`config.mk`:
```
export PLATFORM = sky130hd
export DESIGN_NAME = mcr_config_id
export DESIGN_NICKNAME = d
export VERILOG_FILES = /design/src/logic/mcr_config_id.v
export VERILOG_INCLUDE_DIRS = /design/src /design/src/logic
export SDC_FILE = /design/constraint.sdc
export NUM_CORES = 1
export LEC_CHECK = 0
export BUFFER_PORTS_ARGS = -buffer_cell sky130_fd_sc_hd__buf_2
export CAP_MARGIN = 20
export CORE_MARGIN = 2
export CORE_UTILIZATION = 30
export DETAILED_ROUTE_END_ITERATION = 12
export HOLD_SLACK_MARGIN = 0.1
export PLACE_DENSITY_LB_ADDON = 0.05
export SETUP_SLACK_MARGIN = 0.3
export SYNTH_ARGS = -nofsm -noshare
export SYNTH_HDL_FRONTEND = slang
export SYNTH_SLANG_ARGS = --single-unit
```
`constraint.sdc`:
```
create_clock -name clk -period 1.85 [get_ports clk]
set_input_delay 0.37 -clock clk [delete_from_list [all_inputs] [get_ports clk]]
set_output_delay 0.37 -clock clk [all_outputs]
set_load 0.005 [all_outputs]
```
`src/logic/mcr_regs.vh`:
```
// Operation
// - Filter code 00 is off, 01/10/11 pick levels one to three; 00 at power-on.
// - Filter register fields: 7:6 local, 5:4 remote three, 3:2 two, 1:0 one.
// - Writing one to software reset bit 7 restores the power-on values of every configuration register.
// - Software reset location is write-only; reads give no stored value.
// - Maker, part and revision identifiers are read-only fixed codes, writes ignored.
// - Diode offsets hold six bits in 5:0, reset 3Dh, drive their channel.
// - Remote offsets hold four bits in 3:0, reset zero, drive their channel.
`ifndef MCR_REGS_VH
`define MCR_REGS_VH

// ----------------------------------------
// Register indices (byte address is index times four)
// ----------------------------------------
`define MCR_IDX_FAN3_PT3 8'ha7
`define MCR_IDX_FAN3_PT4 8'ha8
`define MCR_IDX_DIODE1_OFS 8'hc1
`define MCR_IDX_DIODE2_OFS 8'hc2
`define MCR_IDX_REMOTE1_OFS 8'hc4
`define MCR_IDX_REMOTE2_OFS 8'hc5
`define MCR_IDX_REMOTE3_OFS 8'hc6
`define MCR_IDX_FILTER_SEL 8'hcb
`define MCR_IDX_USER_TEMP1 8'he3
`define MCR_IDX_USER_TEMP2 8'he4
`define MCR_IDX_SOFT_RESET 8'hfc
`define MCR_IDX_MAKER_ID 8'hfd
`define MCR_IDX_PART_ID 8'hfe
`define MCR_IDX_REVISION_ID 8'hff

// ----------------------------------------
// Reset values and field layouts
// ----------------------------------------
`define MCR_RST_FAN3_PT3 8'hc8
`define MCR_RST_FAN3_PT4 8'he6
`define MCR_RST_DIODE_OFS 6'h3d
`define MCR_RST_REMOTE_OFS 4'h0
`define MCR_RST_FILTER_SEL 8'h00
`define MCR_RST_USER_TEMP 8'h00
`define MCR_DIODE_OFS_W 6
`define MCR_REMOTE_OFS_W 4
`define MCR_SOFT_RESET_BIT 7
`define MCR_FILT_LOCAL_HI 7
`define MCR_FILT_LOCAL_LO 6
`define MCR_FILT_R3_HI 5
`define MCR_FILT_R3_LO 4
`define MCR_FILT_R2_HI 3
`define MCR_FILT_R2_LO 2
`define MCR_FILT_R1_HI 1
`define MCR_FILT_R1_LO 0
`define MCR_FILT_OFF 2'h0
`define MCR_FILT_W 2
`define MCR_FILT_FIELDS 4

`endif

```
`src/logic/mcr_config_id.v`:
```
`timescale 1ns/1ns
`default_nettype none
`include "mcr_regs.vh"

module mcr_config_id #(
  // Identification codes: arbitrary neutral values
  parameter [7:0] MAKER_CODE = 8'h5a,
  parameter [7:0] PART_CODE = 8'h6b,
  parameter [7:0] REVISION_CODE = 8'h11
) (
  // Clock and reset
  input wire clk,
  input wire rst,
  // APB slave
  input wire psel,
  input wire penable,
  input wire pwrite,
  input wire [11:0] paddr,
  input wire [31:0] pwdata,
  input wire [3:0] pstrb,
  output reg pready,
  output reg [31:0] prdata,
  output reg pslverr,
  // Settings for the fan engine
  output reg [7:0] fan_table3_point3,
  output reg [7:0] fan_table3_point4,
  // Offsets for the measurement engine
  output reg [5:0] diode_one_offset,
  output reg [5:0] diode_two_offset,
  output reg [3:0] remote_one_offset,
  output reg [3:0] remote_two_offset,
  output reg [3:0] remote_three_offset,
  // Filter levels per source
  output reg [1:0] local_diode_filter_sel,
  output reg [1:0] remote_three_filter_sel,
  output reg [1:0] remote_two_filter_sel,
  output reg [1:0] remote_one_filter_sel,
  output reg filter_any_on,
  // User temperatures
  output reg [7:0] user_temp_one,
  output reg [7:0] user_temp_two,
  // Pulse to restart the rest of the device
  output reg soft_reset_pulse
);

  // ----------------------------------------
  // Address decode
  // ----------------------------------------
  function mapped;
    input [7:0] idx;
    begin
      case (idx)
        `MCR_IDX_FAN3_PT3, `MCR_IDX_FAN3_PT4, `MCR_IDX_DIODE1_OFS, `MCR_IDX_DIODE2_OFS,
        `MCR_IDX_REMOTE1_OFS, `MCR_IDX_REMOTE2_OFS, `MCR_IDX_REMOTE3_OFS,
        `MCR_IDX_FILTER_SEL, `MCR_IDX_USER_TEMP1, `MCR_IDX_USER_TEMP2,
        `MCR_IDX_SOFT_RESET, `MCR_IDX_MAKER_ID, `MCR_IDX_PART_ID,
        `MCR_IDX_REVISION_ID: mapped = 1'b1;
        default: mapped = 1'b0;
      endcase
    end
  endfunction

  wire [7:0] idx = paddr[9:2];
  // Upper address bits and misaligned addresses fall outside the map
  wire addr_ok = (paddr[11:10] == 2'h0) && (paddr[1:0] == 2'h0) && mapped(idx);
  wire access = psel && penable && !pready;
  // Only byte lane zero carries register data
  wire wr = access && pwrite && addr_ok && pstrb[0];
  wire [7:0] wd = pwdata[7:0];
  // Software reset acts like power-on for every configuration register; bus response and filter summary registers use rst only
  wire soft_rst = wr && (idx == `MCR_IDX_SOFT_RESET) && wd[`MCR_SOFT_RESET_BIT];
  wire clear = rst || soft_rst;

  // ----------------------------------------
  // Read mux
  // ----------------------------------------
  reg [7:0] rd;
  always @* begin
    rd = 8'h00;
    case (idx)
      `MCR_IDX_FAN3_PT3: rd = fan_table3_point3;
      `MCR_IDX_FAN3_PT4: rd = fan_table3_point4;
      `MCR_IDX_DIODE1_OFS: rd = {2'h0, diode_one_offset};
      `MCR_IDX_DIODE2_OFS: rd = {2'h0, diode_two_offset};
      `MCR_IDX_REMOTE1_OFS: rd = {4'h0, remote_one_offset};
      `MCR_IDX_REMOTE2_OFS: rd = {4'h0, remote_two_offset};
      `MCR_IDX_REMOTE3_OFS: rd = {4'h0, remote_three_offset};
      `MCR_IDX_FILTER_SEL: rd = {local_diode_filter_sel, remote_three_filter_sel,
                                 remote_two_filter_sel, remote_one_filter_sel};
      `MCR_IDX_USER_TEMP1: rd = user_temp_one;
      `MCR_IDX_USER_TEMP2: rd = user_temp_two;
      `MCR_IDX_SOFT_RESET: rd = 8'h00;
      `MCR_IDX_MAKER_ID: rd = MAKER_CODE;
      `MCR_IDX_PART_ID: rd = PART_CODE;
      `MCR_IDX_REVISION_ID: rd = REVISION_CODE;
      default: rd = 8'h00;
    endcase
  end

  // ----------------------------------------
  // Bus response
  // ----------------------------------------
  // Ready follows the first access cycle, so every transfer has one wait state
  wire rd_ok = access && !pwrite && addr_ok;
  wire bad_addr = access && !addr_ok;

  always @(posedge clk) begin
    if (rst) begin
      pready <= 1'b0;
    end else begin
      pready <= access;
    end
  end

  // Error only outside the map; a dropped byte strobe is silently ignored
  always @(posedge clk) begin
    if (rst) begin
      pslverr <= 1'b0;
    end else begin
      pslverr <= bad_addr;
    end
  end

  // Read data is zero outside the ready cycle, so stale values never leak
  always @(posedge clk) begin
    if (rst) begin
      prdata <= 32'h0;
    end else begin
      prdata <= rd_ok ? {24'h0, rd} : 32'h0;
    end
  end

  // One pulse per reset write, for the engines outside this bank
  always @(posedge clk) begin
    if (rst) begin
      soft_reset_pulse <= 1'b0;
    end else begin
      soft_reset_pulse <= soft_rst;
    end
  end

  // ----------------------------------------
  // Per-register write strobes
  // ----------------------------------------
  function hit;
    input [7:0] at;
    input [7:0] want;
    begin
      hit = (at == want);
    end
  endfunction

  // Identifier and reset locations get no strobe, so writes there store nothing
  wire wr_fan3_pt3 = wr && hit(idx, `MCR_IDX_FAN3_PT3);
  wire wr_fan3_pt4 = wr && hit(idx, `MCR_IDX_FAN3_PT4);
  wire wr_diode1 = wr && hit(idx, `MCR_IDX_DIODE1_OFS);
  wire wr_diode2 = wr && hit(idx, `MCR_IDX_DIODE2_OFS);
  wire wr_remote1 = wr && hit(idx, `MCR_IDX_REMOTE1_OFS);
  wire wr_remote2 = wr && hit(idx, `MCR_IDX_REMOTE2_OFS);
  wire wr_remote3 = wr && hit(idx, `MCR_IDX_REMOTE3_OFS);
  wire wr_filter = wr && hit(idx, `MCR_IDX_FILTER_SEL);
  wire wr_user1 = wr && hit(idx, `MCR_IDX_USER_TEMP1);
  wire wr_user2 = wr && hit(idx, `MCR_IDX_USER_TEMP2);

  // ----------------------------------------
  // Fan table three, output point three
  // ----------------------------------------
  always @(posedge clk) begin
    if (clear) begin
      fan_table3_point3 <= `MCR_RST_FAN3_PT3;
    end else if (wr_fan3_pt3) begin
      fan_table3_point3 <= wd;
    end
  end

  // ----------------------------------------
  // Fan table three, output point four
  // ----------------------------------------
  always @(posedge clk) begin
    if (clear) begin
      fan_table3_point4 <= `MCR_RST_FAN3_PT4;
    end else if (wr_fan3_pt4) begin
      fan_table3_point4 <= wd;
    end
  end

  // ----------------------------------------
  // Diode channel one offset
  // ----------------------------------------
  // Only six bits are stored, so reserved bits cannot reach the channel
  always @(posedge clk) begin
    if (clear) begin
      diode_one_offset <= `MCR_RST_DIODE_OFS;
    end else if (wr_diode1) begin
      diode_one_offset <= wd[`MCR_DIODE_OFS_W-1:0];
    end
  end

  // ----------------------------------------
  // Diode channel two offset
  // ----------------------------------------
  always @(posedge clk) begin
    if (clear) begin
      diode_two_offset <= `MCR_RST_DIODE_OFS;
    end else if (wr_diode2) begin
      diode_two_offset <= wd[`MCR_DIODE_OFS_W-1:0];
    end
  end

  // ----------------------------------------
  // Remote channel one offset
  // ----------------------------------------
  // Four stored bits; the upper nibble of a write is dropped on purpose
  always @(posedge clk) begin
    if (clear) begin
      remote_one_offset <= `MCR_RST_REMOTE_OFS;
    end else if (wr_remote1) begin
      remote_one_offset <= wd[`MCR_REMOTE_OFS_W-1:0];
    end
  end

  // ----------------------------------------
  // Remote channel two offset
  // ----------------------------------------
  always @(posedge clk) begin
    if (clear) begin
      remote_two_offset <= `MCR_RST_REMOTE_OFS;
    end else if (wr_remote2) begin
      remote_two_offset <= wd[`MCR_REMOTE_OFS_W-1:0];
    end
  end

  // ----------------------------------------
  // Remote channel three offset
  // ----------------------------------------
  always @(posedge clk) begin
    if (clear) begin
      remote_three_offset <= `MCR_RST_REMOTE_OFS;
    end else if (wr_remote3) begin
      remote_three_offset <= wd[`MCR_REMOTE_OFS_W-1:0];
    end
  end

  // ----------------------------------------
  // Filter level selectors
  // ----------------------------------------
  // Power-on code leaves every source unfiltered
  always @(posedge clk) begin
    if (clear) begin
      {local_diode_filter_sel, remote_three_filter_sel,
       remote_two_filter_sel, remote_one_filter_sel} <= `MCR_RST_FILTER_SEL;
    end else if (wr_filter) begin
      local_diode_filter_sel <= wd[`MCR_FILT_LOCAL_HI:`MCR_FILT_LOCAL_LO];
      remote_three_filter_sel <= wd[`MCR_FILT_R3_HI:`MCR_FILT_R3_LO];
      remote_two_filter_sel <= wd[`MCR_FILT_R2_HI:`MCR_FILT_R2_LO];
      remote_one_filter_sel <= wd[`MCR_FILT_R1_HI:`MCR_FILT_R1_LO];
    end
  end

  // ----------------------------------------
  // User temperature one
  // ----------------------------------------
  always @(posedge clk) begin
    if (clear) begin
      user_temp_one <= `MCR_RST_USER_TEMP;
    end else if (wr_user1) begin
      user_temp_one <= wd;
    end
  end

  // ----------------------------------------
  // User temperature two
  // ----------------------------------------
  always @(posedge clk) begin
    if (clear) begin
      user_temp_two <= `MCR_RST_USER_TEMP;
    end else if (wr_user2) begin
      user_temp_two <= wd;
    end
  end

  // ----------------------------------------
  // Filter activity summary
  // ----------------------------------------
  wire [7:0] filter_word = {local_diode_filter_sel, remote_three_filter_sel,
                            remote_two_filter_sel, remote_one_filter_sel};
  wire [`MCR_FILT_FIELDS-1:0] field_on;

  genvar f;
  generate
    for (f = 0; f < `MCR_FILT_FIELDS; f = f + 1) begin : g_field_on
      assign field_on[f] = (filter_word[f*`MCR_FILT_W+1 -: `MCR_FILT_W] != `MCR_FILT_OFF);
    end
  endgenerate

  // Registered so the filter engine can power down when every source is off;
  // it lags the selectors by one cycle, which the engine tolerates
  always @(posedge clk) begin
    if (rst) begin
      filter_any_on <= 1'b0;
    end else begin
      filter_any_on <= |field_on;
    end
  end

endmodule // mcr_config_id
`default_nettype wire

```
==> results of run 1 <==
==> where the power goes <==
part	leakage [nW]	internal (W)	switching, W
Sequential	0.613	0.00164	0.000000494
Combinational	1.61	0.000118	0.000171
Clock	0.145	0.00105	0.000653
==> per-layer routing <==
| layer | GRT usage (%) | vias to the layer above | share of wire, % |
|---|---|---|---|
| met1 | 26.63 | 1607 | 46 |
| met5 | 0 | - | 0 |
| met4 | 6.585 | 0 | 1.3 |
| met2 | 30.79 | 112 | 46 |
| met3 | 2.806 | 11 | 6.5 |
| li1 | - | 1690 | - |
==> critical path: cells and delay by family <==
family / cells / cell delay [ns]
and+or+nand+nor: 5 / 1.24
buffers and inverters: 2 / 0.28
==> flip-flops by register name, summed over array words and instances, names as in the netlist, 2 cells and up <==
signal,flops
remote_one_filter_sel,2
user_temp_one,8
prdata,8
remote_one_offset,4
fan_table3_point4,8
remote_three_offset,4
fan_table3_point3,8
remote_two_filter_sel,2
user_temp_two,8
diode_two_offset,6
remote_three_filter_sel,2
local_diode_filter_sel,2
remote_two_offset,4
diode_one_offset,6
==> cell families after synthesis <==
kind of cell	share of synthesized area [%]
AO/OA/AOI/OAI	12.86
XOR/XNOR	0.4814
buffers and inverters	10.35
flip-flops	41.80
multiplexers	11.83
other	0.1030
AND/OR/NAND/NOR	22.59
==> what timing repair did <==
action | 4_1_cts | 5_1_grt
endpoints found under the setup margin | 72 | 72
resized for setup | 20 | 33
cloned | 1 | 4
setup buffers | 1 | 2
pin swaps | 18 | 11
==> cells in the final DEF, fill, tap and decap left out, types with 3 or more instances in the layout <==
cell,Yosys,layout
and3_1,3,3
a21oi_2,0,4
nand2_2,0,3
nand2_1,67,64
conb_1,1,24
a221oi_1,5,4
a22o_1,5,5
buf_6,8,7
a21oi_1,21,17
nor2_4,0,3
nor2b_1,4,4
buf_2,10,96
and2_1,5,3
mux2i_1,43,43
dfxtp_1,76,76
nand3b_1,4,4
nand3_1,12,12
nor2b_4,1,3
clkbuf_16,0,11
a31oi_1,7,5
clkbuf_8,0,4
a22oi_1,13,13
nor2_1,39,36
and2_4,0,4
buf_4,27,50
buf_12,0,5
==> through the flow <==
step	cells	hold slack, ns	cell area, um2	utilization (%)
after floorplan	429	0.4391	3761	-
after global placement	682	0.4661	4524	37.98
after detailed placement	682	0.4696	4524	37.98
after CTS	699	0.3319	4917	41.28
after global routing	705	0.3507	5155	43.28
final	706	0.3313	5157	43.30
==> cell type report <==
type / instances / area [um2] / share of cell area, %
clock inverters: 1 / 5.005 / 0.09704
multi-input cells: 304 / 2046 / 39.67
clock buffers: 14 / 284.0 / 5.507
well taps: 147 / 183.9 / 3.566
repair buffers: 163 / 1115 / 21.62
diodes: 1 / 2.502 / 0.04852
flip-flops and latches: 76 / 1521 / 29.50
==> final timing paths <==
kind / from / endpoint / cells past startpoint
worst min-delay path: pwdata[6] / fan_table3_point4[6]$_SDFFE_PP1P_ / 3
worst max register to register: pready$_SDFF_PP0_ / remote_three_filter_sel[0]$_SDFFE_PP0P_ / 6
worst min register to register: user_temp_one[3]$_SDFFE_PP0P_ / user_temp_one[3]$_SDFFE_PP0P_ / 2
worst max-delay path: paddr[0] / remote_three_filter_sel[0]$_SDFFE_PP0P_ / 7
==> results.md, run 1 <==
- GRT Overall Usage: 19.27%
- Post-DP HPWL: 9238 um
- #FFs+latches synth: 76
- CP arrival: 1.90 ns
- Crit path max-delay cell type: or4_4
- Syn Area/Cell: 8.965 um2
- R2R setup slack: 0.20 ns
- Layout area overhead: 41.70%
- Antenna violations before repair: 0
- Yosys top cell area share: 41.80%
- Vias in the first global route: 3,211
- Netlist Area Pre-Place: 3640 um2
- Worst path cell trace: buf_6 -> or4_4 -> nor3_4 -> nand4_2 -> nand2b_4 -> clkbuf_16 -> nor2_1
- Number of CTS-inserted buffers: 9
- GR Overflow Total: 0
- Critical setup path kind: in2reg
- Top-count cell post-synth: dfxtp_1
- Crit path largest cell delay: 0.58 ns
- Max IR drop VDD: 0.3408 mV
- P_leak: 2.369 nW
- Ys flop type: dfxtp_1
- DIE WIDTH: 114.1 um
- Via-to-Cell Ratio: 4.844
- Hold Fails Final Rpt: 0
- Die area: 13,030 um2
- First DRT Iteration DRCs: 137
- Max-capacitance violation count: 0
- Clock buffer depth: 2
- First-pass GRT wire length: 18,680 um
- GPL Wtd Cong: 0.8106
- Largest net degree at the start of global routing: 33
- WL final: 12,890 um
- Dpl ws: -0.2141 ns
- Core ar.: 11,910 um2
- Final-layout fill cell count: 1,249
- Clk sinks: 76
- Synth cell types: 54
- Outcome: complete, no violations
- Number of synthesized flops with an enable pin: 0
- Clk pin slew, worst setup/hold paths: 0.05 ns
- List of most frequent post-synthesis cells: dfxtp_1, nand2_1, mux2i_1, nor2_1, buf_4
- Post-route minimum period: 1.666 ns
- Setup ws final: 0.1844 ns
- Initial Utilization: 30.56%
- Pins Over Slew Limit: 0
- ANT nets after route: 0
- Sequential area share after synthesis: 41.80%
- H-tree depth: 3
- Endpoint class of the critical path: register
- RSZ-0062 raised after global routing: true
- Critical Path Fanout Max: 8
- Crit path required time: 2.08 ns
- Syn. warnings: 0
- Routed via count: 3,420
- Synth area leaders: dfxtp_1, mux2i_1, nand2_1
- HP Class: in2reg
- Final nets: 607
- Syn Inst Count: 406
- Setup violators final: 0
- Share of layout cells above drive strength 1: 38.71%
- Share of flip-flops with an asynchronous set or reset: 0%
- PortBufs: 101
- Drc violations: 0
- CTS root buf: clkbuf_16
- Row count: 40
- Die Y: 114.1 um
- Sum Neg Setup Slack: 0 ns
- Pwr Total: 0.003626 W
- Synth area leader: dfxtp_1
- Mean routed wirelength per cell: 18.26 um
- Pwr dens: 703.1 nW/um2
- Fmax: 600.4 MHz
- CTS tree: yes
- Worst setup SP type: input pin
- Clock skew: 0.003732 ns
- Final Cycle Share: 90.03%
- Hold Buf Count CTS: 0
- Io pins: 153
- Skew-Pair Late Insertion Delay: 0.34 ns
- First-pass DRT Iterations: 4
Note: power is estimated with default switching activity, not from simulation.
==> run 2: changes to the inputs <==
==> constraint.sdc (replaced) <==
create_clock -name clk -period 1.85 [get_ports clk]
set_input_delay 0.0925 -clock clk [delete_from_list [all_inputs] [get_ports clk]]
set_output_delay 0.0925 -clock clk [all_outputs]
set_load 0.005 [all_outputs]
==> run 2 against run 1 <==
Against the previous run: worst setup slack improved by 0.084 ns; register-to-register slack better by 0.07 ns; total power is 1.3% lower; first-iteration DRC count rose by 1.5%; die area is the same; combinational power is 16% lower; clock power barely moved; hold slack got worse by 0.19 ns; largest power group unchanged; critical endpoint is now remote_two_offset[1]$_SDFFE_PP0P_.
==> results.md, run 2 (synthesis gave the netlist of run 1 again) <==
- Switching power: 0.0008165 W (-0.94%)
- First-pass GRT wire length: 18,020 um (-3.5%)
- Post-DP HPWL: 9209 um (-0.31%)
- WL final: 12,120 um (-6.0%)
- H-tree depth: 3 (unchanged)
- Sum Neg Setup Slack: 0 ns (unchanged)
- Die Y: 114.1 um (unchanged)
- RSZ-0062 raised after global routing: true
- Critical setup path kind: reg2reg
- Fmax: 632.1 MHz (+5.3%)
- Setup violators final: 0 (unchanged)
- PortBufs: 101 (unchanged)
- Layout Utilization: 40.45% (-2.8 points)
- Row count: 40 (unchanged)
- Worst setup SP type: register
- Largest net degree at the start of global routing: 34 (+3.0%)
- Clock buffer depth: 2 (unchanged)
- HP Class: in2reg
- Endpoint class of the critical path: register
- Routed via count: 3,290 (-3.8%)
- Met1 GRT Util: 25.34% (-1.3 points)
- Final Cycle Share: 85.52% (-4.5 points)
- Clock skew: 0.004950 ns (+0.001217 ns)
- Mean routed wirelength per cell: 17.71 um (-3.0%)
- Switching fraction of total power: 22.82% (+0.085 points)
- GRT Overall Usage: 18.62% (-0.64 points)
- Layout area overhead: 32.38%
- Post-route minimum period: 1.582 ns (-0.08353 ns)
- Max IR drop VDD: 0.4635 mV (+36%)
- Skew-Pair Late Insertion Delay: 0.34 ns (about the same)
- Clk sinks: 76 (unchanged)
- Met3 Use GR: 5.400% (+2.6 points)
- Pwr dens: 742.7 nW/um2 (+5.6%)
- Drc violations: 0 (unchanged)
- CTS tree: yes
- ANT nets after route: 0 (unchanged)
- Io pins: 153 (unchanged)
- Antenna violations before repair: 0 (unchanged)
- First-pass DRT Iterations: 5 (+1)
- Die area: 13,030 um2 (unchanged)
- Critical Path Fanout Max: 33 (+25)
- Outcome: complete, no violations
- CP arrival: 1.82 ns (-0.08 ns)
- Number of CTS-inserted buffers: 9 (unchanged)
- Flop pwr share: 45.8% (+0.6 points)
- GRT busiest layer: met2
- Max-capacitance violation count: 0 (unchanged)
- DIE WIDTH: 114.1 um (unchanged)
- CTS root buf: clkbuf_16
- Via-to-Cell Ratio: 4.810 (-0.71%)
- Clk pin slew, worst setup/hold paths: 0.06 ns (about the same)
- GR Overflow Total: 0 (unchanged)
- Final nets: 585 (-3.6%)
- P_leak: 2.210 nW (-6.7%)
- Met2 Use GR: 28.93% (-1.9 points)
- Clock power frac: 47.4% (+0.6 points)
- First DRT Iteration DRCs: 139 (+1.5%)
- Initial Utilization: 30.56% (unchanged)
- Final-layout fill cell count: 1,246 (-0.24%)
- Core ar.: 11,910 um2 (unchanged)
- Commonest cells after routing, fill and taps aside: buf_2, dfxtp_1, nand2_1
- Hold Fails Final Rpt: 0 (unchanged)
- R2R setup slack: 0.27 ns (+0.07 ns)
- GPL Wtd Cong: 0.8206 (+1.2%)
- Comb power frac: 6.8% (-1.2 points)
- Crit path required time: 2.08 ns (about the same)
- N_diodes: 0 (-1)
- Pins Over Slew Limit: 0 (unchanged)
- Int Pwr: 0.002762 W (-1.4%)
- Share of layout cells above drive strength 1: 33.33% (-5.4 points)
- Most common cell after layout, fill and taps aside: buf_2
- Vias in the first global route: 3,068 (-4.5%)
==> run 2: power groups by stage <==
stage          logic (W)  registers [W]  clock network [W]
2_1_floorplan   0.000163        0.00168                  0
3_3_place_gp    0.000220        0.00167                  0
3_5_place_dp    0.000221        0.00167                  0
4_1_cts         0.000240        0.00164            0.00174
5_1_grt         0.000264        0.00164            0.00182
6_report        0.000243        0.00164            0.00170
==> run 2: repair_timing <==
item,in CTS,in global routing
endpoints found under the hold margin,13,0
gates resized for setup,15,14
buffers inserted,1,1
cloned,0,0
endpoints found under the setup margin,72,67
pin swaps,2,11
hold buffers,5,0
==> run 2: area by class of cell <==
class | count | area, um2 | area share (%)
well taps | 147 | 183.9 | 3.817
clock inverters | 6 | 55.05 | 1.143
clock buffers | 10 | 229.0 | 4.752
flip-flops and latches | 76 | 1521 | 31.58
multi-input cells | 302 | 1914 | 39.73
repair buffers | 143 | 914.6 | 18.98
==> run 2: per-stage QoR <==
stage                     total power (W)  std cells  hold WS (ns)  setup slack [ns]  cell area (um2)
after floorplan                  0.001839        429        0.1616            0.2943             3730
after global placement           0.001895        661        0.4120           0.03867             4352
after detailed placement         0.001896        661        0.4081          0.005394             4352
after CTS                        0.003623        683        0.1217            0.2923             4760
after global routing             0.003727        684        0.1282            0.1782             4818
final                            0.003579        684        0.1381            0.2679             4818
==> run 2: path summary, 6_finish.rpt <==
kind,startpoint,to,cells after the start
max reg2reg,pready$_SDFF_PP0_,remote_two_offset[1]$_SDFFE_PP0P_,8
min reg2reg,fan_table3_point3[4]$_SDFFE_PP0P_,fan_table3_point3[4]$_SDFFE_PP0P_,2
max,pready$_SDFF_PP0_,remote_two_offset[1]$_SDFFE_PP0P_,8
min,pwdata[3],fan_table3_point4[3]$_SDFFE_PP0P_,3
==> run 2: per-layer routing <==
| layer | part of all wire, % | up-vias |
|---|---|---|
| met4 | 0.87 | 0 |
| li1 | - | 1632 |
| met3 | 5.2 | 8 |
| met1 | 48 | 1541 |
| met2 | 46 | 109 |
| met5 | 0 | - |
==> run 2: worst max-delay path, stage by stage, from the launching register on <==
cell	delay, ns
dfxtp_1	0.30
nand3b_1	0.23
buf_6	0.17
nor3_4	0.14
buf_4	0.15
nand4_4	0.09
nand2b_4	0.12
buf_12	0.19
nor2_1	0.06
==> run 3: changes to the inputs <==
--- a/config.mk
+++ b/config.mk
@@ -9,7 +9,7 @@
 export BUFFER_PORTS_ARGS = -buffer_cell sky130_fd_sc_hd__buf_2
 export CAP_MARGIN = 20
 export CORE_MARGIN = 2
-export CORE_UTILIZATION = 30
+export CORE_UTILIZATION = 43
 export DETAILED_ROUTE_END_ITERATION = 12
 export HOLD_SLACK_MARGIN = 0.1
 export PLACE_DENSITY_LB_ADDON = 0.05
==> run 3 against run 2 <==
Against the previous run: maximum frequency down 1.3%; sequential share of layout area up 0.28 points; clock skew up 0.0049 ns; clock-buffer cell count up 2; flip-flop and latch count unchanged.
==> results.md, run 3 (synthesis gave the netlist of run 1 again) <==
- Io pins: 153 (unchanged)
- Initial Utilization: 44.30% (+14 points)
- Core ar.: 8217 um2 (-31%)
- Pwr dens: 750.4 nW/um2 (+1.0%)
- GRT Overall Usage: 24.83% (+6.2 points)
- Post-DP HPWL: 7880 um (-14%)
- Worst slew margin: 65.75%
- Die area: 9216 um2 (-29%)
- GPL Wtd Cong: 0.8934 (+8.9%)
- Routed via count: 3,394 (+3.2%)
- Post-route minimum period: 1.602 ns (+0.02012 ns)
- Final Cycle Share: 86.61% (+1.1 points)
- CTS root buf: clkbuf_8
- Top sig layer: met4
- HP Class: in2reg
- Crit path required time: 2.10 ns (+0.02 ns)
- Hold Fails Final Rpt: 0 (unchanged)
- Worst setup SP type: register
- Fmax: 624.1 MHz (-1.3%)
- M1 wire length: 5131 um (-11%)
- Clock buffer depth: 2 (unchanged)
- Pins Over Slew Limit: 0 (unchanged)
- Clk pin slew, worst setup/hold paths: 0.08 ns (+0.02 ns)
- Clock skew: 0.009850 ns (+0.004900 ns)
- Final cell area excluding filler cells: 4776 um2 (-0.88%)
- Final nets: 585 (unchanged)
- First-pass GRT wire length: 16,850 um (-6.5%)
- Most common cell after layout, fill and taps aside: buf_2
- Placed inst area: 4214 um2 (-3.2%)
- Number of CTS-inserted buffers: 9 (unchanged)
- N_diodes: 0 (unchanged)
- First DRT Iteration DRCs: 182 (+31%)
- Drc violations: 0 (unchanged)
- Layout area overhead: 31.21%
- Routed wl met2: 5157 um (-7.7%)
- Via-to-Cell Ratio: 5.287 (+9.9%)
- Max IR drop VDD: 0.4151 mV (-10%)
- DIE WIDTH: 96 um (-16%)
- Skew-Pair Late Insertion Delay: 0.36 ns (+0.02 ns)
- P_leak: 2.199 nW (-0.51%)
- CP arrival: 1.85 ns (+0.03 ns)
- CTS tree: yes
- Critical setup path kind: reg2reg
- WL final: 11,230 um (-7.3%)
- H-tree depth: 3 (unchanged)
- Worst hold endpoint: fan_table3_point3[1]$_SDFFE_PP0P_
- Largest net degree at the start of global routing: 24 (-29%)
- Outcome: complete, no violations
- Clk sinks: 76 (unchanged)
- PortBufs: 101 (unchanged)
- Met3 WL: 709 um (+13%)
- Endpoint class of the critical path: register
- Die Y: 96 um (-16%)
- ANT nets after route: 0 (unchanged)
- Worst-margin pin slew: 0.5067 ns
- WHS Path Cells: 3 (unchanged)
- Antenna violations before repair: 0 (unchanged)
- Max-capacitance violation count: 0 (unchanged)
- Critical Path Fanout Max: 11 (-67%)
- RR Endpoint: user_temp_one[6]$_SDFFE_PP0P_
- Row count: 33 (-18%)
- GR Overflow Total: 0 (unchanged)
- Launch point of the worst reg-to-reg path: pready$_SDFF_PP0_
- First-pass DRT Iterations: 5 (unchanged)
- Setup violators final: 0 (unchanged)
- Share of layout cells above drive strength 1: 32.40% (-0.93 points)
- Vias in the first global route: 3,149 (+2.6%)
- Sum Neg Setup Slack: 0 ns (unchanged)
- R2R cell count: 7 (-1)
- Worst Hold Launch: pwdata[1]
- Commonest cells after routing, fill and taps aside: buf_2, dfxtp_1, nand2_1
- R2R setup slack: 0.25 ns (-0.02 ns)
- RSZ-0062 raised after global routing: true
- Mean routed wirelength per cell: 17.48 um (-1.3%)
-- run 3: cell types whose count changed in the layout (fill, tap and decap cells not counted), moves of 4 or more --
cell,change
nand2_1,+4
clkinv_2,-5
clkbuf_16,-7
a21oi_2,-4
a21oi_1,+4
clkbuf_8,+10
-- run 3: routing by layer --
metal  track usage [%]  up-vias
li1                  -     1645
met1             33.33     1613
met2             39.06      121
met3             5.168       15
met4             9.643        0
met5                 0        -
-- run 3: area by class of cell --
class / count / area [um2]
clock inverter: 4 / 120.1
clock buffer: 12 / 145.1
sequential: 76 / 1521
tap: 105 / 131.4
multi-input combinational: 302 / 1918
fill: 790 / 3441
timing repair buffer: 143 / 939.7
-- run 3: how the worst max path moves through the flow --
stage / start / to / slack, ns / cells past startpoint
after detailed placement: paddr[0] / user_temp_two[1]$_SDFFE_PP0P_ / 0.01 / 7
after global placement: paddr[0] / remote_one_offset[2]$_SDFFE_PP0P_ / -0.009 / 6
final: pready$_SDFF_PP0_ / user_temp_one[6]$_SDFFE_PP0P_ / 0.25 / 7
after CTS: pready$_SDFF_PP0_ / user_temp_two[1]$_SDFFE_PP0P_ / 0.28 / 7
after floorplan: paddr[0] / fan_table3_point3[0]$_SDFFE_PP0P_ / 0.29 / 7
after global routing: pready$_SDFF_PP0_ / user_temp_two[2]$_SDFFE_PP0P_ / 0.15 / 7
-- run 3: what timing repair did --
action | CTS | global route
endpoints found under the hold margin | 20 | 0
setup endpoints to repair | 71 | 72
pin swaps | 5 | 1
hold buffers | 6 | 0
setup buffers | 3 | 3
gates cloned | 1 | 2
gates resized for setup | 15 | 10
-- run 3: stage by stage --
step	power [W]	instances	hold slack [ns]	util, %	worst slack [ns]
after global routing	0.003701	642	0.1199	58.12	0.1550
after floorplan	0.001839	429	0.1616	-	0.2943
after CTS	0.003580	637	0.1030	56.69	0.2828
final	0.003584	642	0.1167	58.12	0.2478
after detailed placement	0.001877	611	0.3986	51.29	0.01167
after global placement	0.001876	611	0.3985	51.29	-0.008637
-- run 3: critical path, stage by stage (launching register included) --
cell	delay [ns]
dfxtp_1	0.31
nand3b_1	0.29
nor3_4	0.21
buf_4	0.15
nand4_4	0.09
nand2b_4	0.20
clkbuf_16	0.20
a21oi_1	0.04
-- run 3: power breakdown --
| part | total [W] | switching [W] | leakage [nW] | internal, W |
|---|---|---|---|---|
| Clock | 0.00169 | 0.000621 | 0.131 | 0.00107 |
| Combinational | 0.000255 | 0.000154 | 1.45 | 0.000100 |
| Sequential | 0.00164 | 0.000000440 | 0.613 | 0.00164 |
| Total | 0.00358 | 0.000776 | 2.20 | 0.00281 |
